$ cat src/hdl/dcso_consts.svh
`ifndef DCSO_CONSTS_SVH
`define DCSO_CONSTS_SVH

// widths of the register port and of the 24-bit frame
`define DCSO_ADDR_W 3
`define DCSO_DATA_W 20
`define DCSO_FRAME_W 24
`define DCSO_RW_BIT 23

// register address codes
`define DCSO_ADDR_DAC 3'h1
`define DCSO_ADDR_CTRL 3'h2
`define DCSO_ADDR_CLEAR 3'h3
`define DCSO_ADDR_STROBE 3'h4

// control register field positions
`define DCSO_CTRL_FBSEL 1
`define DCSO_CTRL_CLAMP 2
`define DCSO_CTRL_FLOAT 3
`define DCSO_CTRL_BIN 4
`define DCSO_CTRL_LIN_LO 6
`define DCSO_CTRL_LIN_HI 9

// software strobe register bit positions
`define DCSO_SW_LOAD 0
`define DCSO_SW_CLEAR 1
`define DCSO_SW_RESET 2

// reset and fixed values
`define DCSO_CLEAR_RST 20'h00000
`define DCSO_DAC_RST 20'h00000
`define DCSO_LIN_RST 4'h0
`define DCSO_LIN_20V 4'hC
`define DCSO_MSB_FLIP 20'h80000
`define DCSO_FLOAT_RST 1'b1
`define DCSO_CLAMP_RST 1'b1
`define DCSO_FBSEL_RST 1'b0
`define DCSO_BIN_RST 1'b1
`define DCSO_RDATA_RST 24'h000000

// number of synchronised pins: bit 0 force_clear_n, bit 1 load_output_n
`define DCSO_NPINS 2
`define DCSO_PIN_CLEAR 0
`define DCSO_PIN_LOAD 1

`endif

$ cat src/hdl/dcso_pkg.sv
`include "dcso_consts.svh"

package dcso_pkg;

   // complete state of the control block
   typedef struct packed {
      logic [`DCSO_DATA_W-1:0] pending;
      logic [`DCSO_DATA_W-1:0] active;
      logic written;
      logic [`DCSO_DATA_W-1:0] clear_value;
      logic output_float;
      logic output_ground_clamp;
      logic feedback_resistor_select;
      logic offset_binary;
      logic [3:0] lin_comp;
      logic [`DCSO_DATA_W-1:0] drive_code;
      logic [`DCSO_FRAME_W-1:0] rdata;
   } dcso_state_type;

   // output state seen by the analog section
   typedef enum logic [1:0] {
      DCSO_OUT_NORMAL = 2'h0,
      DCSO_OUT_TRISTATE = 2'h1,
      DCSO_OUT_CLAMPED = 2'h3
   } dcso_out_mode_type;

endpackage

$ cat src/hdl/dcso_ctrl.sv
`include "dcso_consts.svh"

module dcso_ctrl
(
   input wire logic core_clk,
   input wire logic resetn,
   input wire logic [`DCSO_ADDR_W-1:0] reg_addr,
   input wire logic [`DCSO_DATA_W-1:0] reg_wdata,
   input wire logic reg_wr,
   input wire logic reg_rd,
   output logic [`DCSO_FRAME_W-1:0] reg_rdata,
   input wire logic force_clear_n,
   input wire logic load_output_n,
   output logic [`DCSO_DATA_W-1:0] dac_code,
   output logic output_float,
   output logic output_ground_clamp,
   output logic [1:0] output_mode,
   output logic feedback_resistor_select,
   output logic offset_binary,
   output logic [3:0] lin_comp
);

   ////////////////////////////////////////////////////////////////////////
   // declarations

   // the whole state lives in one struct, registered in one place
   dcso_pkg::dcso_state_type st_ff;
   dcso_pkg::dcso_state_type nxt_st;
   // synchronised pin levels, active low like the pins themselves
   logic [`DCSO_NPINS-1:0] pins_sync_n;
   logic clear_pin_low;
   logic load_pin_low;
   logic sw_load;
   logic sw_clear;
   logic sw_reset;
   logic strobe_wr;

   ////////////////////////////////////////////////////////////////////////
   // functions

   // power-on contents of every register
   // the drive code starts at the negative reference with the output clamped
   function automatic dcso_pkg::dcso_state_type dcso_reset_state();
      dcso_pkg::dcso_state_type s;
      s.pending = `DCSO_DAC_RST;
      s.active = `DCSO_DAC_RST;
      s.written = 1'b0;
      s.clear_value = `DCSO_CLEAR_RST;
      s.output_float = `DCSO_FLOAT_RST;
      s.output_ground_clamp = `DCSO_CLAMP_RST;
      s.feedback_resistor_select = `DCSO_FBSEL_RST;
      s.offset_binary = `DCSO_BIN_RST;
      s.lin_comp = `DCSO_LIN_RST;
      s.drive_code = `DCSO_DAC_RST;
      s.rdata = `DCSO_RDATA_RST;
      return s;
   endfunction

   // converts a register code in the selected coding to the offset-binary
   // code the converter core needs; twos complement only flips the msb
   function automatic logic [`DCSO_DATA_W-1:0] dcso_to_core
   (
      input logic [`DCSO_DATA_W-1:0] code,
      input logic bin
   );
      logic [`DCSO_DATA_W-1:0] r;
      r = bin ? code : (code ^ `DCSO_MSB_FLIP);
      return r;
   endfunction

   // output state from the two control bits, one branch per truth-table row;
   // the clamp bit wins over the float bit so the pin never floats unloaded
   function automatic dcso_pkg::dcso_out_mode_type dcso_out_mode
   (
      input logic flt,
      input logic clamp
   );
      dcso_pkg::dcso_out_mode_type m;
      case ({flt, clamp})
         2'h0:
         begin
            m = dcso_pkg::DCSO_OUT_NORMAL;
         end
         2'h1:
         begin
            m = dcso_pkg::DCSO_OUT_CLAMPED;
         end
         2'h2:
         begin
            m = dcso_pkg::DCSO_OUT_TRISTATE;
         end
         2'h3:
         begin
            m = dcso_pkg::DCSO_OUT_CLAMPED;
         end
         default:
         begin
            // only reached with unknown inputs; fall back to the safe state
            m = dcso_pkg::DCSO_OUT_CLAMPED;
         end
      endcase
      return m;
   endfunction

   ////////////////////////////////////////////////////////////////////////
   // read-back and decode helpers

   // address compare for the strobe decode
   function automatic logic dcso_hit
   (
      input logic [`DCSO_ADDR_W-1:0] addr,
      input logic [`DCSO_ADDR_W-1:0] code
   );
      logic h;
      h = (addr == code);
      return h;
   endfunction

   // read frame: direction bit set, address echoed, data in the low bits
   function automatic logic [`DCSO_FRAME_W-1:0] dcso_frame
   (
      input logic [`DCSO_ADDR_W-1:0] addr,
      input logic [`DCSO_DATA_W-1:0] data
   );
      logic [`DCSO_FRAME_W-1:0] f;
      f = {1'h1, addr, data};
      return f;
   endfunction

   // control register as it reads back; built from the field positions so a
   // moved field cannot leave a stale bit behind, unused bits read zero
   function automatic logic [`DCSO_DATA_W-1:0] dcso_ctrl_word
   (
      input dcso_pkg::dcso_state_type s
   );
      logic [`DCSO_DATA_W-1:0] w;
      w = 20'h00000;
      w[`DCSO_CTRL_FBSEL] = s.feedback_resistor_select;
      w[`DCSO_CTRL_CLAMP] = s.output_ground_clamp;
      w[`DCSO_CTRL_FLOAT] = s.output_float;
      w[`DCSO_CTRL_BIN] = s.offset_binary;
      w[`DCSO_CTRL_LIN_HI:`DCSO_CTRL_LIN_LO] = s.lin_comp;
      return w;
   endfunction

   // code handed to the converter core; until the input register has been
   // written or cleared once, the core sits at the negative reference
   // and a change of coding alone moves nothing
   function automatic logic [`DCSO_DATA_W-1:0] dcso_drive
   (
      input logic written,
      input logic [`DCSO_DATA_W-1:0] code,
      input logic bin
   );
      logic [`DCSO_DATA_W-1:0] d;
      if (written)
      begin
         d = dcso_to_core(code, bin);
      end
      else
      begin
         d = `DCSO_DAC_RST;
      end
      return d;
   endfunction

   ////////////////////////////////////////////////////////////////////////
   // pin synchronisers; the pins come from outside the clock domain
   // a pin change acts on the third edge; a low pulse shorter than one
   // cycle can slip between samples, so pins must be held one cycle or more

   dcso_pin_sync u_pin_sync
   (
      .core_clk(core_clk),
      .resetn(resetn),
      .pins_n({load_output_n, force_clear_n}),
      .pins_sync_n(pins_sync_n)
   );

   assign clear_pin_low = !pins_sync_n[`DCSO_PIN_CLEAR];
   assign load_pin_low = !pins_sync_n[`DCSO_PIN_LOAD];

   ////////////////////////////////////////////////////////////////////////
   // software strobe decode; only the three low bits mean anything

   // a write to the strobe register is a single-cycle event, never stored;
   // reserved bits above bit 2 reach no logic at all
   assign strobe_wr = reg_wr && dcso_hit(reg_addr, `DCSO_ADDR_STROBE);
   // reset is never masked: it must work whatever the pins are doing
   assign sw_reset = strobe_wr && reg_wdata[`DCSO_SW_RESET];
   // the opposite pin held low masks the strobe completely
   assign sw_clear = strobe_wr && reg_wdata[`DCSO_SW_CLEAR] && !load_pin_low;
   assign sw_load = strobe_wr && reg_wdata[`DCSO_SW_LOAD] && !clear_pin_low;

   ////////////////////////////////////////////////////////////////////////
   // next-state logic

   always_comb
   begin
      nxt_st = st_ff;
      // read data stand for exactly one cycle after the read strobe
      nxt_st.rdata = `DCSO_RDATA_RST;

      // register writes; the strobe register has no storage at all
      // a write lands at the edge that samples the strobe, visible one cycle on
      if (reg_wr)
      begin
         case (reg_addr)
            `DCSO_ADDR_DAC:
            begin
               nxt_st.pending = reg_wdata;
               nxt_st.written = 1'b1;
            end
            `DCSO_ADDR_CTRL:
            begin
               nxt_st.feedback_resistor_select = reg_wdata[`DCSO_CTRL_FBSEL];
               nxt_st.output_ground_clamp = reg_wdata[`DCSO_CTRL_CLAMP];
               nxt_st.output_float = reg_wdata[`DCSO_CTRL_FLOAT];
               nxt_st.offset_binary = reg_wdata[`DCSO_CTRL_BIN];
               // every 4-bit code is stored as is, 1100 included
               nxt_st.lin_comp = reg_wdata[`DCSO_CTRL_LIN_HI:`DCSO_CTRL_LIN_LO];
            end
            `DCSO_ADDR_CLEAR:
            begin
               nxt_st.clear_value = reg_wdata;
            end
            default:
            begin
               // strobe register and unused codes keep no state
               nxt_st = nxt_st;
            end
         endcase
      end

      // register reads return the frame with the direction bit set; the data
      // come from the state as it stood at the read edge, so a write in the
      // cycle before is already visible for the control and clear registers
      if (reg_rd)
      begin
         case (reg_addr)
            `DCSO_ADDR_DAC:
            begin
               nxt_st.rdata = dcso_frame(reg_addr, st_ff.active);
            end
            `DCSO_ADDR_CTRL:
            begin
               nxt_st.rdata = dcso_frame(reg_addr, dcso_ctrl_word(st_ff));
            end
            `DCSO_ADDR_CLEAR:
            begin
               nxt_st.rdata = dcso_frame(reg_addr, st_ff.clear_value);
            end
            default:
            begin
               // write-only strobe register and unused codes read as zero data
               nxt_st.rdata = dcso_frame(reg_addr, 20'h00000);
            end
         endcase
      end

      // output update: clear pin first, then clear strobe, then loads
      // a held clear pin copies the clear value every cycle, so a new clear
      // value written meanwhile shows on the edge after the write lands
      if (clear_pin_low)
      begin
         // held low keeps the output at the clear value
         nxt_st.active = st_ff.clear_value;
         nxt_st.written = 1'b1;
      end
      else if (sw_clear)
      begin
         nxt_st.active = st_ff.clear_value;
         nxt_st.written = 1'b1;
      end
      else if (sw_load || load_pin_low)
      begin
         // a load behaves as a single low pulse on the load pin
         // with the load pin held low the output follows the pending register
         nxt_st.active = st_ff.pending;
      end

      // coded drive value for the converter core
      nxt_st.drive_code = dcso_drive(nxt_st.written, nxt_st.active, nxt_st.offset_binary);

      // software reset overrides everything else in the same cycle
      // the pin synchronisers keep running: they only mirror the pins, and
      // resetting them would show a false release for two cycles
      if (sw_reset)
      begin
         nxt_st = dcso_reset_state();
      end
   end

   ////////////////////////////////////////////////////////////////////////
   // state register
   // synchronous reset shares its value function with the reset strobe

   always_ff @(posedge core_clk)
   begin
      if (!resetn)
      begin
         st_ff <= dcso_reset_state();
      end
      else
      begin
         st_ff <= nxt_st;
      end
   end

   ////////////////////////////////////////////////////////////////////////
   // outputs, all from the state register
   // output_mode is a decode of two flops, so it changes only with them

   assign reg_rdata = st_ff.rdata;
   assign dac_code = st_ff.drive_code;
   assign output_float = st_ff.output_float;
   assign output_ground_clamp = st_ff.output_ground_clamp;
   // the host must clear both bits before normal operation starts
   assign output_mode = dcso_out_mode(st_ff.output_float, st_ff.output_ground_clamp);
   assign feedback_resistor_select = st_ff.feedback_resistor_select;
   assign offset_binary = st_ff.offset_binary;
   assign lin_comp = st_ff.lin_comp;

endmodule

$ cat src/hdl/dcso_pin_sync.sv
`include "dcso_consts.svh"

// two-flop synchroniser for the active-low control pins
module dcso_pin_sync
(
   input wire logic core_clk,
   input wire logic resetn,
   input wire logic [`DCSO_NPINS-1:0] pins_n,
   output logic [`DCSO_NPINS-1:0] pins_sync_n
);

   logic [`DCSO_NPINS-1:0] meta_ff;
   logic [`DCSO_NPINS-1:0] sync_ff;

   ////////////////////////////////////////////////////////////////////////
   // one pair of flops per pin; idle level is high so reset reads released
   genvar gi;
   generate
      for (gi = 0; gi < `DCSO_NPINS; gi = gi + 1)
      begin : g_pin
         always_ff @(posedge core_clk)
         begin
            if (!resetn)
            begin
               meta_ff[gi] <= 1'b1;
               sync_ff[gi] <= 1'b1;
            end
            else
            begin
               meta_ff[gi] <= pins_n[gi];
               sync_ff[gi] <= meta_ff[gi];
            end
         end
      end
   endgenerate

   assign pins_sync_n = sync_ff;

endmodule

$ cat config.mk
export PLATFORM = sky130hd
export DESIGN_NAME = dcso_ctrl
export DESIGN_NICKNAME = d
export VERILOG_FILES = /design/src/hdl/dcso_pkg.sv /design/src/hdl/dcso_ctrl.sv /design/src/hdl/dcso_pin_sync.sv
export VERILOG_INCLUDE_DIRS = /design/src /design/src/hdl
export SDC_FILE = /design/constraint.sdc
export NUM_CORES = 1
export LEC_CHECK = 0
export ABC_CLOCK_PERIOD_IN_PS = 2200
export BUFFER_PORTS_ARGS = -buffer_cell sky130_fd_sc_hd__buf_2
export CELL_PAD_IN_SITES_DETAIL_PLACEMENT = 1
export CELL_PAD_IN_SITES_GLOBAL_PLACEMENT = 2
export CORE_ASPECT_RATIO = 1.25
export CORE_MARGIN = 3
export CORE_UTILIZATION = 33
export CTS_CLUSTER_SIZE = 16
export DETAILED_ROUTE_END_ITERATION = 8
export PLACE_DENSITY_LB_ADDON = 0.15
export SLEW_MARGIN = 20
export SYNTH_ARGS = -nofsm -noshare
export SYNTH_HDL_FRONTEND = slang
export SYNTH_SLANG_ARGS = --single-unit
$ cat constraint.sdc
create_clock -name core_clk -period 2.2 [get_ports core_clk]
set_input_delay 0.33 -clock core_clk [delete_from_list [all_inputs] [get_ports core_clk]]
set_output_delay 0.33 -clock core_clk [all_outputs]
set_load 0.005 [all_outputs]
==> results.cfg <==
[logic_synthesis]
yosys_register_bits = 117
synthMostInstantiatedCell = dfxtp_1
synth-main-ff-cell = dfxtp_1
synth_common_cells = dfxtp_1, nand2_1, nor2_1
async_reset_ff_share_pct = 0
avgSynthCellArea_um2 = 9.16
yosys_warnings = 0
syn_inst = 501
ys_seq_area_share_pct = 51.0
synth_top_area_share_pct = 51.0
ys_types = 28
syn_area_um2 = 4590
synth_edf_count = 0
syn_nets = 530
synthTopCellsByArea = dfxtp_1, nand2_1, buf_4
yosys.area.top_type = dfxtp_1

[setup_path]
reg2reg_depth = 5
critPathArrivalTime_ns = 2.03
start_kind = flop
worstReg2RegEnd = dac_code[9]$_SDFF_PP0_
path_class = flop to flop
crit-reg2reg-launch = u_pin_sync.pins_sync_n[1]$_SDFF_PN1_
end_kind = flop
cp_max_fo = 14
rrSetupSlack_ns = 0.46
cp.required_ns = 2.49

[timing]
relSlewSlack_pct = 45.7
slew_violations = 0
finalHoldViolCount = 0
tns_ns = 0
rsz0062_at_grt = false
worst_pin_slew_ns = 0.815
fin_crit_sh_pct = 79.2
setup_ws_ns = 0.457
max_freq_mhz = 574
finalSetupViolCount = 0
skew_ns = 0.00503
period_minus_slack_ns = 1.74

[clocking]
cts.sinks = 117
numCtsBuffers = 17
cts.clk_slew.worst_paths_ns = 0.05
clock_latency_ns = 0.41
cts_hold_buf = 0
htree_levels = 4
cts_tree = yes
cts_root_buf = clkbuf_16
cts_setup_buffers = 0
cts_resized = 0
clock_tree.buffer_depth = 2

[cells_and_area]
area_growth_pct = 20.5
drive_gt1_share_pct = 29.9
antenna_cells = 0
num-nets-final = 572

[drt]
wl_um = 12200
via_per_inst = 4.70
route.vias.total = 3414
drt_iter0_drc = 106
drc = 0
first_pass_iters = 5
ant_nets = 0
wl_per_cell_um = 16.8

[pwr]
leakage_uw = 0.00241
p_total_uw = 5390
p_per_area_nw_per_um2 = 975
vdd_drop_max_mv = 0.349

[place]
dpl_worst_slack_ns = 0.0103
io_buffers = 82
place_congestion = 0.741
dp_hpwl_um = 8110

[floorplan]
core_um2 = 13400
die_h_um = 138
initial_utilization_pct = 34.2
fp.dieW_um = 111
rows = 47
io_pins = 83
die-area_um2 = 15400

[worst_hold_path]
hp-start = load_output_n
hold_path_class = input pin to flop
holdPathStages = 2
min_to = u_pin_sync.meta_ff[1]$_SDFF_PN1_

[global_route]
grt_use_total_pct = 16.7
grt_pass1_wl_um = 19600
grt_pass1_vias = 3588
overflow = 0
antenna_found_initial = 0
grt_max_degree = 66

[run_status]
status = finished clean

[flow_run]
max_cap_violations = 0
==> how the worst max path moves through the flow <==
stage,startpoint,end,slack (ns),cells past startpoint
final,u_pin_sync.pins_sync_n[1]$_SDFF_PN1_,dac_code[9]$_SDFF_PP0_,0.46,5
after global routing,u_pin_sync.pins_sync_n[1]$_SDFF_PN1_,dac_code[9]$_SDFF_PP0_,0.32,5
after CTS,u_pin_sync.pins_sync_n[1]$_SDFF_PN1_,dac_code[1]$_SDFF_PP0_,0.26,4
after detailed placement,reg_addr[1],dac_code[14]$_SDFF_PP0_,0.01,5
after global placement,reg_addr[1],dac_code[5]$_SDFF_PP0_,0.11,5
after floorplan,reg_addr[1],dac_code[9]$_SDFF_PP0_,0.47,7
==> final cells by class <==
cell class / instances / area (um2)
flip-flops and latches: 117 / 2340
clock inverters: 12 / 178
fillers: 1585 / 7880
inverters: 2 / 7.51
repair buffers: 100 / 574
well taps: 171 / 214
multi-input cells: 305 / 1760
clock buffers: 20 / 457
==> critical path, stage by stage, from the launching register on <==
cell,delay (ns)
dfxtp_1,0.32
nand2_1,0.08
o21ai_0,0.17
o31ai_4,0.75
buf_6,0.24
nor2_1,0.06
==> sequential cells by signal, summed over array words and instances (netlist names) <==
| register | count |
|---|---|
| offset_binary | 1 |
| u_pin_sync.meta_ff | 2 |
| output_ground_clamp | 1 |
| reg_rdata | 24 |
| u_pin_sync.pins_sync_n | 2 |
| lin_comp | 4 |
| feedback_resistor_select | 1 |
| output_float | 1 |
| dac_code | 20 |
| st_ff | 61 |
==> logic make-up after synthesis <==
family                 count (synthesis)  share of synthesized area (%)
AO/OA/AOI/OAI                         63                           7.74
buffers and inverters                 79                           11.1
flip-flops                           117                           51.0
multiplexers                          60                           13.8
AND/OR/NAND/NOR                      182                           16.3
==> routing by layer <==
layer	track usage (%)	routed length [um]
met1	19.8	5450
met2	29.4	6260
met3	4.02	356
met4	6.36	137
met5	0	0
==> power by group <==
group	leakage, uW	internal, uW	switching, uW
Combinational	0.00117	107	165
Clock	0.000298	1950	992
Sequential	0.000946	2150	19.8
Total	0.00241	4210	1180
==> stage by stage <==
step	cell area [um2]	hold WS [ns]	util, %	instances
floorplan	4590	0.386	-	501
global placement	4880	0.395	36.4	694
detailed placement	4880	0.400	36.4	694
CTS	5520	0.0933	41.2	726
global route	5530	0.0986	41.2	727
finish	5530	0.111	41.2	727
==> cells in the final DEF (no fill, tap or decap), types with 2 or more instances in the layout <==
master,netlist,routed
or2_2,3,3
clkbuf_8,0,2
o211ai_1,2,2
and3_1,5,5
mux2i_1,33,33
clkinv_4,0,2
buf_2,13,82
bufinv_16,0,4
clkinvlp_4,0,4
buf_4,48,15
nor2_1,61,60
clkbuf_16,0,17
mux2_2,27,27
nor2b_1,2,2
nand2b_1,4,4
buf_12,0,2
inv_1,2,2
dfxtp_1,117,117
nand2_1,102,101
a22oi_1,8,8
a21oi_1,46,46
nand3_1,2,2
clkinv_2,0,2
Power figures use the tool's default switching activity.
